`src/rvt_pkg.sv`:
```
// constants and types shared by the ring validation timing block
package rvt_pkg;

    // ------------------------------------------------------------
    // register offsets and reset values
    // ------------------------------------------------------------
    localparam logic [7:0] ADDR_CTRL_B = 8'h17;
    localparam logic [7:0] ADDR_CTRL_C = 8'h18;
    localparam logic [7:0] CTRL_B_RESET = 8'h08;
    localparam logic [7:0] CTRL_C_RESET = 8'h19;

    // ------------------------------------------------------------
    // field positions
    // ------------------------------------------------------------
    localparam int DLY_HI_BIT = 7;
    localparam int TO_MSB = 6;
    localparam int TO_LSB = 3;
    localparam int CONF_MSB = 2;
    localparam int CONF_LSB = 0;
    localparam int EN_BIT = 7;
    localparam int RSV_BIT = 6;
    localparam int RAS_MSB = 5;
    localparam int RAS_LSB = 0;

    // ------------------------------------------------------------
    // timing
    // ------------------------------------------------------------
    localparam int CLOCK_PERIOD_NS = 10;
    localparam int TICK_MS = 2;
    localparam int TICK_CYCLES_NOM = TICK_MS * 1000000 / CLOCK_PERIOD_NS;
    localparam int DELAY_STEP_MS = 256;
    localparam int TIMEOUT_STEP_MS = 128;
    localparam int CNT_W = 11;
    localparam logic [CNT_W-1:0] DELAY_STEP_TICKS =
        CNT_W'(DELAY_STEP_MS / TICK_MS);
    localparam logic [CNT_W-1:0] TIMEOUT_STEP_TICKS =
        CNT_W'(TIMEOUT_STEP_MS / TICK_MS);
    localparam int CONF_MS [8] = '{100, 150, 200, 256, 384, 512, 640, 1024};

    // ------------------------------------------------------------
    // qualification states
    // ------------------------------------------------------------
    typedef enum logic [1:0] {
        ST_IDLE,
        ST_QUAL,
        ST_DELAY,
        ST_VALID
    } rvt_state_t;

    // confirmation time in ticks for a three-bit code
    function automatic logic [CNT_W-1:0] rvt_conf_ticks(input logic [2:0] code);
        rvt_conf_ticks = CNT_W'(CONF_MS[code] / TICK_MS);
    endfunction

endpackage

```
`src/rvt_ring_validation.sv`:
```
// ring qualification: period check, confirmation, delay and timeout
//
// Functional notes
// - valid ring shown after delay code (3 bits) times 256 ms.
// - ring ends when code times 128 ms passes after last crossing.
// - ring valid once in tolerance for the selected confirmation time.
// - validation works only while the enable bit is set.
// - each event reloads period timer with assertion field; it decrements.
// - event after period timer expiry means frequency too low.
// - assertion minus max-count sets minimum event spacing, 2 ms steps.
// - remaining timer above max-count field means frequency too high.
module rvt_ring_validation
    import rvt_pkg::*;
#(
    parameter int TICK_CYCLES = TICK_CYCLES_NOM
)
(
    // clock and reset
    input wire logic clock,
    input wire logic reset,
    // register port
    input wire logic wr_en,
    input wire logic rd_en,
    input wire logic [7:0] addr,
    input wire logic [7:0] wr_data,
    output logic [7:0] rd_data_ff,
    // fields held in the neighbouring register
    input wire logic [1:0] ring_indication_delay_lo,
    input wire logic [5:0] ring_max_count_limit,
    // line side
    input wire logic tip_ring_cross,
    // result
    output logic ring_valid_ff
);

    // ------------------------------------------------------------
    // declarations
    // ------------------------------------------------------------
    logic [7:0] ctrl_b_ff, ctrl_c_ff, nxt_rd;
    logic ev_meta_ff, ev_sync_ff, ev_prev_ff;
    logic [5:0] per_ff, ras;
    logic [CNT_W-1:0] since_ff, ph_ff, nxt_ph;
    logic [CNT_W-1:0] conf_lim, dly_lim, to_lim;
    rvt_state_t state_ff, nxt_state;
    logic tick, ev, en, seen, wr_b, wr_c;
    logic too_low, too_high, bad, timed_out, conf_done, dly_done;
    logic [2:0] dly_code;
    logic [3:0] to_code;

    // ------------------------------------------------------------
    // tick prescaler
    // ------------------------------------------------------------
    rvt_tick_gen #(.TICK_CYCLES(TICK_CYCLES)) u_tick (
        .clock(clock),
        .reset(reset),
        .tick_ff(tick)
    );

    // ------------------------------------------------------------
    // register file
    // ------------------------------------------------------------
    // write strobes per register
    assign wr_b = wr_en && (addr == ADDR_CTRL_B);
    assign wr_c = wr_en && (addr == ADDR_CTRL_C);

    // read mux, unmapped reads as zero
    assign nxt_rd = (addr == ADDR_CTRL_B) ? ctrl_b_ff :
                    (addr == ADDR_CTRL_C) ? ctrl_c_ff : 8'h00;

    // control storage; reserved bit is kept at zero
    always_ff @(posedge clock)
    begin
        if (reset)
        begin
            ctrl_b_ff <= CTRL_B_RESET;
            ctrl_c_ff <= CTRL_C_RESET;
            rd_data_ff <= 8'h00;
        end
        else
        begin
            if (wr_b)
                ctrl_b_ff <= wr_data;
            if (wr_c)
                ctrl_c_ff <= wr_data & ~(8'h01 << RSV_BIT);
            if (rd_en)
                rd_data_ff <= nxt_rd;
        end
    end

    // ------------------------------------------------------------
    // field decode and limits in ticks
    // ------------------------------------------------------------
    assign en = ctrl_c_ff[EN_BIT];
    assign ras = ctrl_c_ff[RAS_MSB:RAS_LSB];
    assign dly_code = {ctrl_b_ff[DLY_HI_BIT], ring_indication_delay_lo};
    assign to_code = ctrl_b_ff[TO_MSB:TO_LSB];
    assign conf_lim = rvt_conf_ticks(ctrl_b_ff[CONF_MSB:CONF_LSB]);
    assign dly_lim = CNT_W'(dly_code) * DELAY_STEP_TICKS;
    assign to_lim = CNT_W'(to_code) * TIMEOUT_STEP_TICKS;

    // ------------------------------------------------------------
    // line event synchroniser and edge detect
    // ------------------------------------------------------------
    always_ff @(posedge clock)
    begin
        if (reset)
        begin
            ev_meta_ff <= 1'b0;
            ev_sync_ff <= 1'b0;
            ev_prev_ff <= 1'b0;
        end
        else
        begin
            ev_meta_ff <= tip_ring_cross;
            ev_sync_ff <= ev_meta_ff;
            ev_prev_ff <= ev_sync_ff;
        end
    end

    assign ev = ev_sync_ff && !ev_prev_ff;

    // ------------------------------------------------------------
    // period check
    // ------------------------------------------------------------
    assign seen = (state_ff != ST_IDLE);
    assign too_low = ev && seen && (per_ff == 6'h00);
    assign too_high = ev && seen && (per_ff > ring_max_count_limit);
    assign bad = (too_low || too_high) && (state_ff != ST_VALID);
    assign timed_out = seen && !ev && (since_ff >= to_lim);

    // period timer and time since last crossing
    always_ff @(posedge clock)
    begin
        if (reset || !en)
        begin
            per_ff <= 6'h00;
            since_ff <= '0;
        end
        else
        begin
            if (ev)
                per_ff <= ras;
            else if (tick && per_ff != 6'h00)
                per_ff <= 6'(per_ff - 6'h01);
            if (ev)
                since_ff <= '0;
            else if (tick && since_ff != '1)
                since_ff <= CNT_W'(since_ff + 1'b1);
        end
    end

    // ------------------------------------------------------------
    // qualification state machine
    // ------------------------------------------------------------
    // confirmation counts only while the period timer runs
    assign conf_done = tick && (per_ff != 6'h00) &&
                       (CNT_W'(ph_ff + 1'b1) >= conf_lim);
    assign dly_done = (ph_ff >= dly_lim);

    always_comb
    begin
        nxt_state = state_ff;
        nxt_ph = ph_ff;
        unique case (state_ff)
            ST_IDLE:
            begin
                nxt_ph = '0;
                if (ev)
                    nxt_state = ST_QUAL;
            end
            ST_QUAL:
            begin
                if (timed_out)
                    nxt_state = ST_IDLE;
                else if (bad)
                    nxt_ph = '0;
                else if (conf_done)
                begin
                    nxt_state = ST_DELAY;
                    nxt_ph = '0;
                end
                else if (tick && per_ff != 6'h00)
                    nxt_ph = CNT_W'(ph_ff + 1'b1);
            end
            ST_DELAY:
            begin
                if (timed_out)
                    nxt_state = ST_IDLE;
                else if (bad)
                begin
                    nxt_state = ST_QUAL;
                    nxt_ph = '0;
                end
                else if (dly_done)
                    nxt_state = ST_VALID;
                else if (tick)
                    nxt_ph = CNT_W'(ph_ff + 1'b1);
            end
            ST_VALID:
            begin
                if (timed_out)
                    nxt_state = ST_IDLE;
            end
        endcase
        if (!en)
        begin
            nxt_state = ST_IDLE;
            nxt_ph = '0;
        end
    end

    // state, phase counter and result flop
    always_ff @(posedge clock)
    begin
        if (reset)
        begin
            state_ff <= ST_IDLE;
            ph_ff <= '0;
            ring_valid_ff <= 1'b0;
        end
        else
        begin
            state_ff <= nxt_state;
            ph_ff <= nxt_ph;
            ring_valid_ff <= (nxt_state == ST_VALID);
        end
    end
endmodule

```
`src/rvt_tick_gen.sv`:
```
// prescaler that produces the nominal 2 ms timing tick
module rvt_tick_gen
    import rvt_pkg::*;
#(
    parameter int TICK_CYCLES = TICK_CYCLES_NOM
)
(
    // clock and reset
    input wire logic clock,
    input wire logic reset,
    // tick out
    output logic tick_ff
);

    localparam int PW = $clog2(TICK_CYCLES + 1);
    localparam logic [PW-1:0] LAST = PW'(TICK_CYCLES - 1);

    logic [PW-1:0] pre_ff;
    logic wrap;

    // wrap after a full tick period
    assign wrap = (pre_ff == LAST);

    // ------------------------------------------------------------
    // prescale counter
    // ------------------------------------------------------------
    always_ff @(posedge clock)
    begin
        if (reset)
        begin
            pre_ff <= '0;
            tick_ff <= 1'b0;
        end
        else
        begin
            pre_ff <= wrap ? '0 : PW'(pre_ff + 1'b1);
            tick_ff <= wrap;
        end
    end

endmodule

```
`config.mk`:
```
export PLATFORM = sky130hd
export DESIGN_NAME = rvt_ring_validation
export DESIGN_NICKNAME = d
export VERILOG_FILES = /design/src/rvt_pkg.sv /design/src/rvt_ring_validation.sv /design/src/rvt_tick_gen.sv
export SDC_FILE = /design/constraint.sdc
export NUM_CORES = 1
export LEC_CHECK = 0
export BUFFER_PORTS_ARGS = -buffer_cell sky130_fd_sc_hd__buf_2
export CORE_MARGIN = 2
export CORE_UTILIZATION = 54
export CTS_BUF_LIST = sky130_fd_sc_hd__clkbuf_16
export DETAILED_ROUTE_END_ITERATION = 10
export HOLD_SLACK_MARGIN = 0.02
export PLACE_DENSITY = 0.76
export SYNTH_ARGS = -nofsm -noshare
export SYNTH_HDL_FRONTEND = slang
export SYNTH_SLANG_ARGS = --single-unit
```
`constraint.sdc`:
```
create_clock -name clock -period 8.8 [get_ports clock]
set_input_delay 0 -clock clock [delete_from_list [all_inputs] [get_ports clock]]
set_output_delay 0 -clock clock [all_outputs]
set_load 0.02 [all_outputs]
```
* Word-level counts from Yosys, hierarchy flattened
Memory sizes are Yosys's and may differ from the RTL's.
Index checks and enable logic that the tools add are counted.
** Word-level totals
- Logic and storage cells :: 93
- Flip-flop bits (word level) :: 76
- Memories kept :: 1
- ROM bits :: 256
** Memory list
- (no name shown) :: words 8, width 32, read ports 1, clocked after memory_dff 0, wr ports 0, line rvt_pkg.sv:52 : rvt_conf_ticks = CNT_W'(CONF_MS[code] / TICK_MS);
** Cells by class
- Bitwise operators :: 3
- Reduce and logical (&&, ||, !) cells :: 27
- Equality and inequality tests :: 14
- $lt $le $gt $ge :: 5
- Add/sub/neg operators :: 5
- Mux-type cells :: 25
** Operator list (count)
- $mux 11 :: 8
- $mux 32 :: 2
- $pmux 11 s3 :: 1
- $add 11x1->11 const B :: 2
- $ge 11x10->1 :: 2
- $add 18x1->18 const B :: 1
- $eq 18x18->1 const B :: 1
- $mux 2 :: 9
- $eq 8x5->1 const B :: 2
- $mux 8 :: 2
- $logic_and 1x1->1 :: 12
- $mux 6 :: 2
- $add 11x1->11 :: 1
- $ge 11x11->1 :: 1
- $ne 11x11->1 const B :: 1
- $pmux 2 s4 :: 1
- $eq 2x2->1 const B :: 3
- $gt 6x6->1 :: 1
- $logic_not 6->1 :: 1
- $ne 2x2->1 const B :: 3
- $reduce_and 6->1 :: 1
- $reduce_bool 6->1 :: 1
- $reduce_or 2->1 :: 3
- $sub 6x1->6 const B :: 1
- 13 further kinds :: 17

* Logic depth before layout (Yosys ltp)
Gate-level depths: netlist (run 1).
- Depth in word-level cells :: 14
- Mapped depth :: 15

* Hierarchy
From an unflattened synthesis (run 1), not the netlist that was laid out.
** Second synthesis, totals
- Cells, all modules :: 514
- Area total of the unflattened synthesis :: 4352.9 um^2
** Modules (own cells, without submodules)
- rvt_ring_validation :: seq. area each 1141.1 um^2, times used 1, cells each 423, area each 3528.4 um^2
- rvt_tick_gen :: seq. area each 380.4 um^2, times used 1, cells each 91, area each 824.5 um^2

* Least setup slack after synthesis (run 1)
Ideal clock, no wire load.
- Kind :: register -> register
- Start :: register ph_ff[0]
- End :: register ph_ff[2]
- Arrival :: 3.079 ns
- Setup time :: 0.075 ns
- Path buffers :: 2
- Stages on the path, launching flop included :: 15
- Setup slack :: 5.646 ns
- Path through :: dfxtp_1 -> ha_1 -> nand2_1 -> or4_4 -> xnor2_1 -> ha_1 -> a21o_1 -> a221o_1 -> a211oi_2 -> a41o_1 -> and3_1 -> buf_6 -> buf_8 -> nand3b_1 -> a31oi_1
** On the way
- Cells in the longest elaborated chain, start to end :: 7
** RTL lines
- from (decl) :: line rvt_ring_validation.sv:42 : logic [CNT_W-1:0] since_ff, ph_ff, nxt_ph;
- from (signal assigned) :: line rvt_ring_validation.sv:224 : ph_ff <= nxt_ph;
- $add 11x1->11 :: line rvt_ring_validation.sv:157, rvt_ring_validation.sv:183, rvt_ring_validation.sv:197
- $ge 11x11->1 :: line rvt_ring_validation.sv:157 : (CNT_W'(ph_ff + 1'b1) >= conf_lim);
- $logic_and 1x1->1 :: line rvt_ring_validation.sv:156 : assign conf_done = tick && (per_ff != 6'h00) &&
- $mux 11 :: line rvt_ring_validation.sv:177 : else if (conf_done)
- $mux 11 :: line rvt_ring_validation.sv:175 : else if (bad)
- $mux 11 :: line rvt_ring_validation.sv:173 : if (timed_out)
- $pmux 11 s3 :: line rvt_ring_validation.sv:164 : unique case (state_ff)
Several ways; a longest one is shown, not always the timed one. The select of a mux whose other input is x is not followed.
A chain may end at the register's enable or synchronous reset.

* Worst setup path after layout (run 1)
- Start :: register ph_ff[0]
- End :: register ph_ff[8]
Same word-level chain as after synthesis.

==> metrics, run 1 <==
Setup Skew=0.00826 ns; first-pass GRT wire length=16.1 mm; Post-Syn Instances=529; total chip power=0.000767 W; sequential area share after synthesis=35.5%; Routed Antenna Nets=0; Critical Path, Cell by Cell=ha_1 -> nand2_1 -> or4_4 -> xnor2_1 -> ha_1 -> a21o_1 -> a221o_1 -> a211oi_2 -> a41o_1 -> and3_1 -> nand3_1 -> a31oi_1; Setup Buffers After CTS=0; PortBufs=37; Netlist cell types=57; maxcap violations=0; Total GRT Usage=22.9%; largest net degree at the start of global routing=26; Die Wd=93.1 um; final net count=629; Mapped Area=4290 sq um; Ys Warns=0; Worst Hold Launch=rd_en; Worst Max-Slew Pin Slew=1.16 ns; Die H=93.1 um; final-report hold violation count=0; Setup-failing EPs final=0; H-tree Lvls=3; xor-xnor portion of the synthesized cell area=5.92%; critical path depth=12; reg2reg end=ph_ff[8]; Initial Utilization=55.5%; Pleak=1.81 nW; Worst-path clk slew=0.06 ns; Root Driver=clkbuf_16; Crit path top cell by count=ha_1; Reg2Reg Setup Slack=5.12 ns; Tmin final=3.68 ns; proportion of synthesized flip-flops having asynchronous set or reset=0%; Seq cells post-synth=76; slowest stage delay, CP=0.57 ns; RSZ-0062 raised after global routing=no; CP max FO=16; CP Buf/Inv Count=0; Crit path max-delay family=simple AND/OR/NAND/NOR gates; final RePlAce weighted congestion=0.901; Worst Reg-to-Reg Cells=12; Remaining DRCs=0; period utilisation layout=41.8%; main combinational cell family by area after synthesis=simple AND/OR/NAND/NOR gates; core area=7730 sq um; Hold Path Class=in2reg; reg2reg start=ph_ff[0]; die area=8670 sq um; Net Count, Synth=595; number of flops mapped to enable cells by yosys=0; Main synth FF type=dfxtp_1; fmax=0.272 GHz; WS Path Type=reg2reg; Area Growth Syn to Fin=14.0%; CTS tree=built; Worst setup startpoint=ph_ff[0]; critical path endpoint category=flip-flop; DRT iter0 DRCs=221; DP HPWL=6.74 mm; worst skew pair latency=0.33 ns; num rows=32; portion of netlist area occupied by mux cells=0.467%; CP endpoint=ph_ff[8]; Max VDD drop=117 uV; ant diodes=0; WHS=0.0564 ns; DR WL/cell=14.0 um; syn avg cell area=8.11 sq um; grt total ovfl=0; vias in the first global route=3545; drt pass-1 iters=4; WP data required=9.04 ns; Finished Layout Cells=669; CP Launch Type=flip-flop; Arrival @ worst endpoint=3.91 ns; max-slew violations=0; Post-Place Worst Slack=5.18 ns; Cell Pwr Density=157 nW/um^2; complex-gate fraction of the synthesized area=15.6%; Worst Setup Slack, final=5.12 ns; Multi-input gate area=2540 sq um; CTS buffer count=9; Slew HR=22.0%; Final TNS setup=0 ns; Clock Sinks=76; Via Count=3804; initial antenna violation count=0; Post-Synth Simple-Gate Area=26.5%; clock tree buffer depth=2; Via density=5.69; fraction of layout cells with a size suffix above 1=11.6%; Slowest-stage cell, CP=or4_4; # IOs=38; register area=1520 sq um; dpl cells=645; drt total wl=9.39 mm; Adder-Cell Fraction of Synth Area=10.8%; fill cell count=663; outcome=completed
where the power goes:
part	internal, W	leakage [nW]	switching [W]
Clock	0.000247	0.148	0.000140
Combinational	0.0000135	1.05	0.0000166
Sequential	0.000347	0.614	0.00000186
sequential cells by signal (all words and copies together), names as in the netlist:
| name | flops |
|---|---|
| ev_meta_ff | 1 |
| ev_prev_ff | 1 |
| state_ff | 2 |
| per_ff | 6 |
| since_ff | 11 |
| ph_ff | 11 |
| rd_data_ff | 8 |
| ev_sync_ff | 1 |
| u_tick.pre_ff | 18 |
| ctrl_c_ff | 7 |
| u_tick.tick_ff | 1 |
| ctrl_b_ff | 8 |
| ring_valid_ff | 1 |
worst min-delay path by stage:
| stage | to | slack, ns | depth (start not counted) |
|---|---|---|---|
| floorplan | ev_meta_ff | 0.07 | 1 |
| finish | rd_data_ff[0] | 0.06 | 2 |
| global placement | ev_meta_ff | 0.21 | 2 |
| global route | rd_data_ff[3] | 0.08 | 2 |
| detailed placement | ev_meta_ff | 0.21 | 2 |
| CTS | rd_data_ff[4] | 0.05 | 2 |
cell usage after synthesis, types with 11 or more instances:
library cell	instances	share of area, %
a211oi_1	14	2.5
a21oi_1	39	4.6
clkbuf_1	15	1.3
dfxtp_1	76	35
ha_1	37	11
inv_1	26	2.3
nand2_1	59	5.2
nand3_1	48	5.6
nor2_1	54	4.7
o21ai_0	14	1.6
or3_1	11	1.6
xor2_1	19	3.9
logic make-up (layout without fill, tap and decap cells):
kind of cell	count (synthesis)	in the layout
flip-flops	76	76
buffers and inverters	51	89
adder cells (fa/ha/maj)	37	37
AND/OR/NAND/NOR	230	230
XOR/XNOR	29	29
multiplexers	2	2
AO/OA/AOI/OAI	104	104
worst reg2reg max path: stages (launching register included):
cell and delay (ns):
dfxtp_1 0.39, ha_1 0.26, nand2_1 0.11, or4_4 0.57
xnor2_1 0.15, ha_1 0.34, a21o_1 0.18, a221o_1 0.31
a211oi_2 0.22, a41o_1 0.18, and3_1 0.52, nand3_1 0.14
a31oi_1 0.21
per-stage QoR:
stage               cell area [sq um]  util [%]
global route                     4890      63.3
detailed placement               4490      58.0
CTS                              4890      63.3
finish                           4890      63.3
global placement                 4490      58.0
floorplan                        4290         -
cell usage in the layout, fill, tap and decap left out, types with 8 or more instances in the layout:
cell           netlist  final
nor2_1              54     54
ha_1                37     37
o21ai_0             14     14
nand3_1             48     48
clkbuf_16            0      9
a211oi_1            14     14
xor2_1              19     19
nand2_1             59     59
a31oi_1              8      8
a22oi_1              8      8
buf_2                5     37
inv_1               26     26
xnor2_1             10     10
dfxtp_1             76     76
dlygate4sd3_1        0      9
nand2b_1            10     10
a21oi_1             39     39
or3_1               11     11
cell type report:
cell class,count,share of cell area [%]
clock buffers,9,4.61
inverters,27,2.07
well taps,102,2.61
repair buffers,47,5.78
multi-input cells,402,52.0
clock inverters,6,1.82
flip-flops and latches,76,31.1
what timing repair did:
item / in CTS / in global routing
hold endpoints to repair: 16 / 0
hold buffers: 9 / 0
resized for setup: 0 / 0
per-layer routing:
metal | vias to the layer above | share of wire [%] | global-route usage, %
met5 | - | 0 | 0
met4 | 0 | 1.3 | 5.64
met3 | 10 | 3.9 | 5.08
met2 | 90 | 49 | 38.3
met1 | 1768 | 46 | 30.1
li1 | 1936 | - | -
No activity file was read; power rests on OpenSTA's default activity.
==> run 2: changes to the inputs <==
PLACE_DENSITY = 0.79   (was 0.76)
clock period = 3.3 ns   (was 8.8 ns; I/O delays follow)
==> run 2 against run 1 <==
Non-clock buffer count is 10 higher. Critical endpoint is now ph_ff[2]. Final cell count rose by 1.6%. Core utilization rose by 1.3 points. Clock power rose to 2.6 times the previous value. Critical path depth grew 1. Largest power group unchanged. Setup slack worse by 5.0 ns. First-iteration DRC count down 1.4%. Combinational power grew to 2.8 times the previous value.
==> metrics, run 2 (synthesis gave the netlist of run 1 again) <==
outcome=completed; final net count=639 (+1.6%); Critical Path, Cell by Cell=ha_1 -> nand2_1 -> or4_4 -> xnor2_2 -> ha_1 -> a21o_1 -> a221o_1 -> a211oi_2 -> a41o_1 -> and3_4 -> buf_12 -> nand4b_1 -> a31oi_1; Crit path top cell by count=ha_1; Cell Pwr Density=401 nW/um^2 (+160%); CP endpoint=ph_ff[2]; maxcap violations=0 (unchanged); core area=7730 sq um (unchanged); Routed Antenna Nets=0 (unchanged); fraction of layout cells with a size suffix above 1=14.4% (+2.7 points); Via Count=3958 (+4.0%); slowest stage delay, CP=0.58 ns (about the same); largest net degree at the start of global routing=26 (unchanged); Post-Route Utilization=64.6% (+1.3 points); grt total ovfl=0 (unchanged); DR WL/cell=14.4 um (+2.7%); Max VDD drop=420 uV (+260%); reg2reg start=ph_ff[1]; num rows=32 (unchanged); Worst setup startpoint=ph_ff[1]; fmax=0.314 GHz (+15%); Largest register FFs=18 (unchanged); critical path endpoint category=flip-flop; Worst-path clk slew=0.06 ns (about the same); Arrival @ worst endpoint=3.43 ns (-0.48 ns); reg2reg end=ph_ff[2]; drt total wl=9.80 mm (+4.4%); Die H=93.1 um (unchanged); Pleak=1.87 nW (+3.4%); Hold Path Class=in2reg; clock tree buffer depth=2 (unchanged); CP max FO=16 (unchanged); Tmin final=3.18 ns (-0.493 ns); Setup-failing EPs final=0 (unchanged); worst skew pair latency=0.34 ns (about the same); final-report hold violation count=0 (unchanged); CTS buffer count=9 (unchanged); Reg2Reg Setup Slack=0.12 ns (-5.01 ns); Setup Skew=0.00635 ns (-0.00192 ns); Remaining DRCs=0 (unchanged); Post-Place Worst Slack=0.0852 ns (-5.10 ns); DRT iter0 DRCs=218 (-1.4%); # IOs=38 (unchanged); Worst Hold Launch=rd_en; DP HPWL=7.00 mm (+4.0%); WP data required=3.54 ns (-5.50 ns); CTS tree=built; CP Launch Type=flip-flop; ant diodes=0 (unchanged); Area Growth Syn to Fin=16.4%; period utilisation layout=96.5% (+55 points); max-slew violations=0 (unchanged); leading cell type in the layout, fill and taps excluded=dfxtp_1; Clock Sinks=76 (unchanged); die area=8670 sq um (unchanged); H-tree Lvls=3 (unchanged); Via density=5.82 (+2.4%); largest register by flop count=u_tick.pre_ff; CP Buf/Inv Count=1 (+1); Worst Max-Slew Pin Slew=0.678 ns (-0.485 ns); Die Wd=93.1 um (unchanged); most frequent cells in the layout=dfxtp_1, nand2_1, nor2_1; Initial Utilization=55.5% (unchanged); vias in the first global route=3798 (+7.1%); Slew HR=54.7% (+33 points); Worst Reg-to-Reg Cells=13 (+1); initial antenna violation count=0 (unchanged); Total GRT Usage=23.9% (+1.0 points); first-pass GRT wire length=16.6 mm (+3.4%); critical path depth=13 (+1); Slowest-stage cell, CP=or4_4; Root Driver=clkbuf_16; drt pass-1 iters=5 (+1); fill cell count=656 (-1.1%); WS Path Type=reg2reg; Crit path max-delay family=compound AO/OA/AOI/OAI gates; final RePlAce weighted congestion=0.868 (-3.6%); WHS=0.0696 ns (+0.0132 ns); PortBufs=37 (unchanged); Worst Setup Slack, final=0.116 ns (-5.01 ns); top flop regs=u_tick.pre_ff (18), ph_ff (11), since_ff (11)
run 2: changes by cell type in the layout (fill, tap and decap cells not counted), moves of 2 or more:
| cell | previous run | this run |
|---|---|---|
| clkinv_4 | 0 | 2 |
| buf_4 | 1 | 10 |
| dfxtp_1 | 76 | 74 |
| nor2_2 | 0 | 2 |
| clkinvlp_4 | 2 | 0 |
| nor2_1 | 54 | 52 |
| dfxtp_2 | 0 | 2 |
run 2: final cells by class:
type	count	area (sq um)	area share [%]
clock buffers	9	225	4.51
repair buffers	57	370	7.42
clock inverters	7	73.8	1.48
flip-flops and latches	76	1520	30.5
inverters	27	101	2.03
well taps	102	128	2.56
multi-input cells	402	2570	51.5
run 2: report_power, final:
part | leakage (nW) | switching, W | internal (W)
clock | 0.148 | 0.000398 | 0.000589
sequential | 0.616 | 0.00000524 | 0.000926
combinational | 1.11 | 0.0000460 | 0.0000368
run 2: per-stage QoR:
step / area [sq um] / power, W / TNS (ns) / std cells
2_1_floorplan: 4290 / 0.000993 / 0 / 529
3_3_place_gp: 4570 / 0.00102 / 0 / 654
3_5_place_dp: 4570 / 0.00103 / 0 / 654
4_1_cts: 4950 / 0.00202 / 0 / 679
5_1_grt: 4990 / 0.00206 / -0.219 / 680
6_report: 4990 / 0.00200 / 0 / 680
run 2: metal layers:
layer  wire [um]  share of wire (%)  track usage, %  up-vias
met5           0                  0               0        -
met4         353                3.6            12.7        0
met3         428                4.4            3.71       33
met2        4830                 49            40.6      129
met1        4190                 43            29.1     1837
li1            -                  -               -     1959
run 2: how the worst min path moves through the flow:
| stage | endpoint | cells past startpoint |
|---|---|---|
| after floorplan | ev_meta_ff | 1 |
| after global placement | ev_meta_ff | 2 |
| after detailed placement | ev_meta_ff | 2 |
| after CTS | rd_data_ff[0] | 2 |
| after global routing | rd_data_ff[7] | 2 |
| final | rd_data_ff[2] | 2 |
run 2: repair_timing:
action / 4_1_cts / 5_1_grt
endpoints found under the setup margin: 0 / 11
setup buffers: 0 / 1
hold endpoints to repair: 16 / 0
gates resized for setup: 0 / 7
hold buffers: 9 / 0
==> run 3: changes to the inputs <==
CTS_BUF_LIST = sky130_fd_sc_hd__clkbuf_4 sky130_fd_sc_hd__clkbuf_8   (was sky130_fd_sc_hd__clkbuf_16)
==> run 3 against run 2 <==
Cell area shrank 1.7%. Die area is the same. Combinational power grew 0.7%. Register-to-register slack gained 0.03 ns. Sequential power is essentially flat. Wire length shrank 2.3%. Power shrank 13%. First-iteration DRC count shrank 2.3%. Sequential cell count is the same.
==> metrics, run 3 (synthesis gave the netlist of run 1 again) <==
Die H=93.1 um (unchanged); DRT iter0 DRCs=213 (-2.3%); Initial Utilization=55.5% (unchanged); final-report hold violation count=0 (unchanged); drt total wl=9.57 mm (-2.3%); Area Growth Syn to Fin=14.4%; critical path endpoint category=flip-flop; max-slew violations=0 (unchanged); fraction of layout cells with a size suffix above 1=14.9% (+0.49 points); leading cell type in the layout, fill and taps excluded=dfxtp_1; Arrival @ worst endpoint=3.41 ns (-0.02 ns); Via Count=3891 (-1.7%); WS Path Type=reg2reg; Worst-path clk slew=0.09 ns (+0.03 ns); CP Launch Type=flip-flop; initial antenna violation count=0 (unchanged); CP Buf/Inv Count=1 (unchanged); Setup-failing EPs final=0 (unchanged); H-tree Lvls=3 (unchanged); Setup Skew=0.00956 ns (+0.00322 ns); Slowest-stage cell, CP=or4_4; most frequent cells in the layout=dfxtp_1, nand2_1, nor2_1; fmax=0.317 GHz (+0.98%); largest net degree at the start of global routing=26 (unchanged); DR WL/cell=14.1 um (-2.5%); DP HPWL=7.00 mm (unchanged); clock tree buffer depth=2 (unchanged); dpl cells=654 (unchanged); slowest stage delay, CP=0.58 ns (about the same); Crit path max-delay family=compound AO/OA/AOI/OAI gates; largest register by flop count=u_tick.pre_ff; ant diodes=0 (unchanged); Total GRT Usage=23.2% (-0.73 points); die area=8670 sq um (unchanged); worst skew pair latency=0.35 ns (about the same); Largest register FFs=18 (unchanged); Slew HR=54.4% (-0.21 points); vias in the first global route=3765 (-0.87%); Final TNS setup=0 ns (unchanged); period utilisation layout=95.6% (-0.94 points); Crit path top cell by count=ha_1; Tmin final=3.15 ns (-0.0309 ns); first-pass GRT wire length=16.3 mm (-2.1%); PortBufs=37 (unchanged); num rows=32 (unchanged); Cell Pwr Density=356 nW/um^2 (-11%); final net count=640 (+0.16%); Worst Max-Slew Pin Slew=0.682 ns (+0.00321 ns); Die Wd=93.1 um (unchanged); core area=7730 sq um (unchanged); top flop regs=u_tick.pre_ff (18), ph_ff (11), since_ff (11); Hold Path Class=in2reg; Root Driver=clkbuf_8; drt pass-1 iters=5 (unchanged); CP max FO=16 (unchanged); Routed Antenna Nets=0 (unchanged); Via density=5.71 (-1.8%); Finished Layout Cells=681 (+0.15%); CTS buffer count=9 (unchanged); grt total ovfl=0 (unchanged); Pleak=1.84 nW (-1.8%); Remaining DRCs=0 (unchanged); final RePlAce weighted congestion=0.868 (unchanged); Critical Path, Cell by Cell=ha_1 -> nand2_1 -> or4_4 -> xnor2_2 -> ha_1 -> a21o_1 -> a221o_1 -> a211oi_2 -> a41o_1 -> and3_4 -> buf_12 -> nand4b_1 -> a31oi_1; outcome=completed; CTS tree=built; Max VDD drop=332 uV (-21%); # IOs=38 (unchanged); maxcap violations=0 (unchanged); WP data required=3.56 ns (+0.02 ns); Clock Sinks=76 (unchanged)
[run 3: cell types whose count changed in the layout (fill, tap and decap cells not counted)]
cell       previous run  this run
dfxtp_2               2         3
clkbuf_8              0        10
buf_4                10        11
dfxtp_1              74        73
clkbuf_16             9         0
clkinv_1              1         0
[run 3: layout make-up]
class                      count  area [sq um]
timing repair buffer          58           378
inverter                      27           101
clock inverter                 6          70.1
clock buffer                  10           138
sequential                    76          1530
tap                          102           128
multi-input combinational    402          2570
fill                         656          2820
[run 3: worst reg2reg max path: stages (launching register included)]
cell	delay [ns]
dfxtp_2	0.35
ha_1	0.17
nand2_1	0.07
or4_4	0.58
xnor2_2	0.16
ha_1	0.30
a21o_1	0.16
a221o_1	0.30
a211oi_2	0.18
a41o_1	0.20
and3_4	0.19
buf_12	0.14
nand4b_1	0.10
a31oi_1	0.16
[run 3: path summary, 6_finish.rpt]
path               startpoint                to  slack (ns)  cells past startpoint
max reg2reg          ph_ff[1]          ph_ff[2]        0.15                     13
min reg2reg  u_tick.pre_ff[0]  u_tick.pre_ff[0]        0.45                      1
min                     rd_en     rd_data_ff[0]        0.05                      3
max                  ph_ff[1]          ph_ff[2]        0.15                     13
[run 3: power by group]
part | internal (W) | leakage, nW | switching (W)
sequential | 0.000925 | 0.616 | 0.00000522
combinational | 0.0000368 | 1.11 | 0.0000465
clock | 0.000377 | 0.107 | 0.000356
[run 3: per-layer routing]
metal  up-vias  track usage, %  part of all wire, %
met3        26            3.87                  4.3
met1      1798            28.7                   44
met5         -               0                    0
li1       1964               -                    -
met4         0            10.3                  2.6
met2       103            39.6                   49
[run 3: timing repair]
item                       CTS  global route
setup endpoints to repair    0            11
hold endpoints to repair    16             0
hold buffers                 9             0
resized for setup            0             8
setup buffers                0             2
[run 3: through the flow]
stage / power (W) / util, % / hold slack (ns) / area, sq um / setup WS (ns)
final: 0.00175 / 63.5 / 0.0532 / 4910 / 0.147
after global placement: 0.00102 / 59.1 / 0.210 / 4570 / 0.157
after floorplan: 0.000993 / - / 0.0716 / 4290 / 0.146
after CTS: 0.00177 / 62.9 / 0.0229 / 4860 / 0.0474
after detailed placement: 0.00103 / 59.1 / 0.221 / 4570 / 0.0852
after global routing: 0.00181 / 63.5 / 0.0490 / 4910 / -0.0101
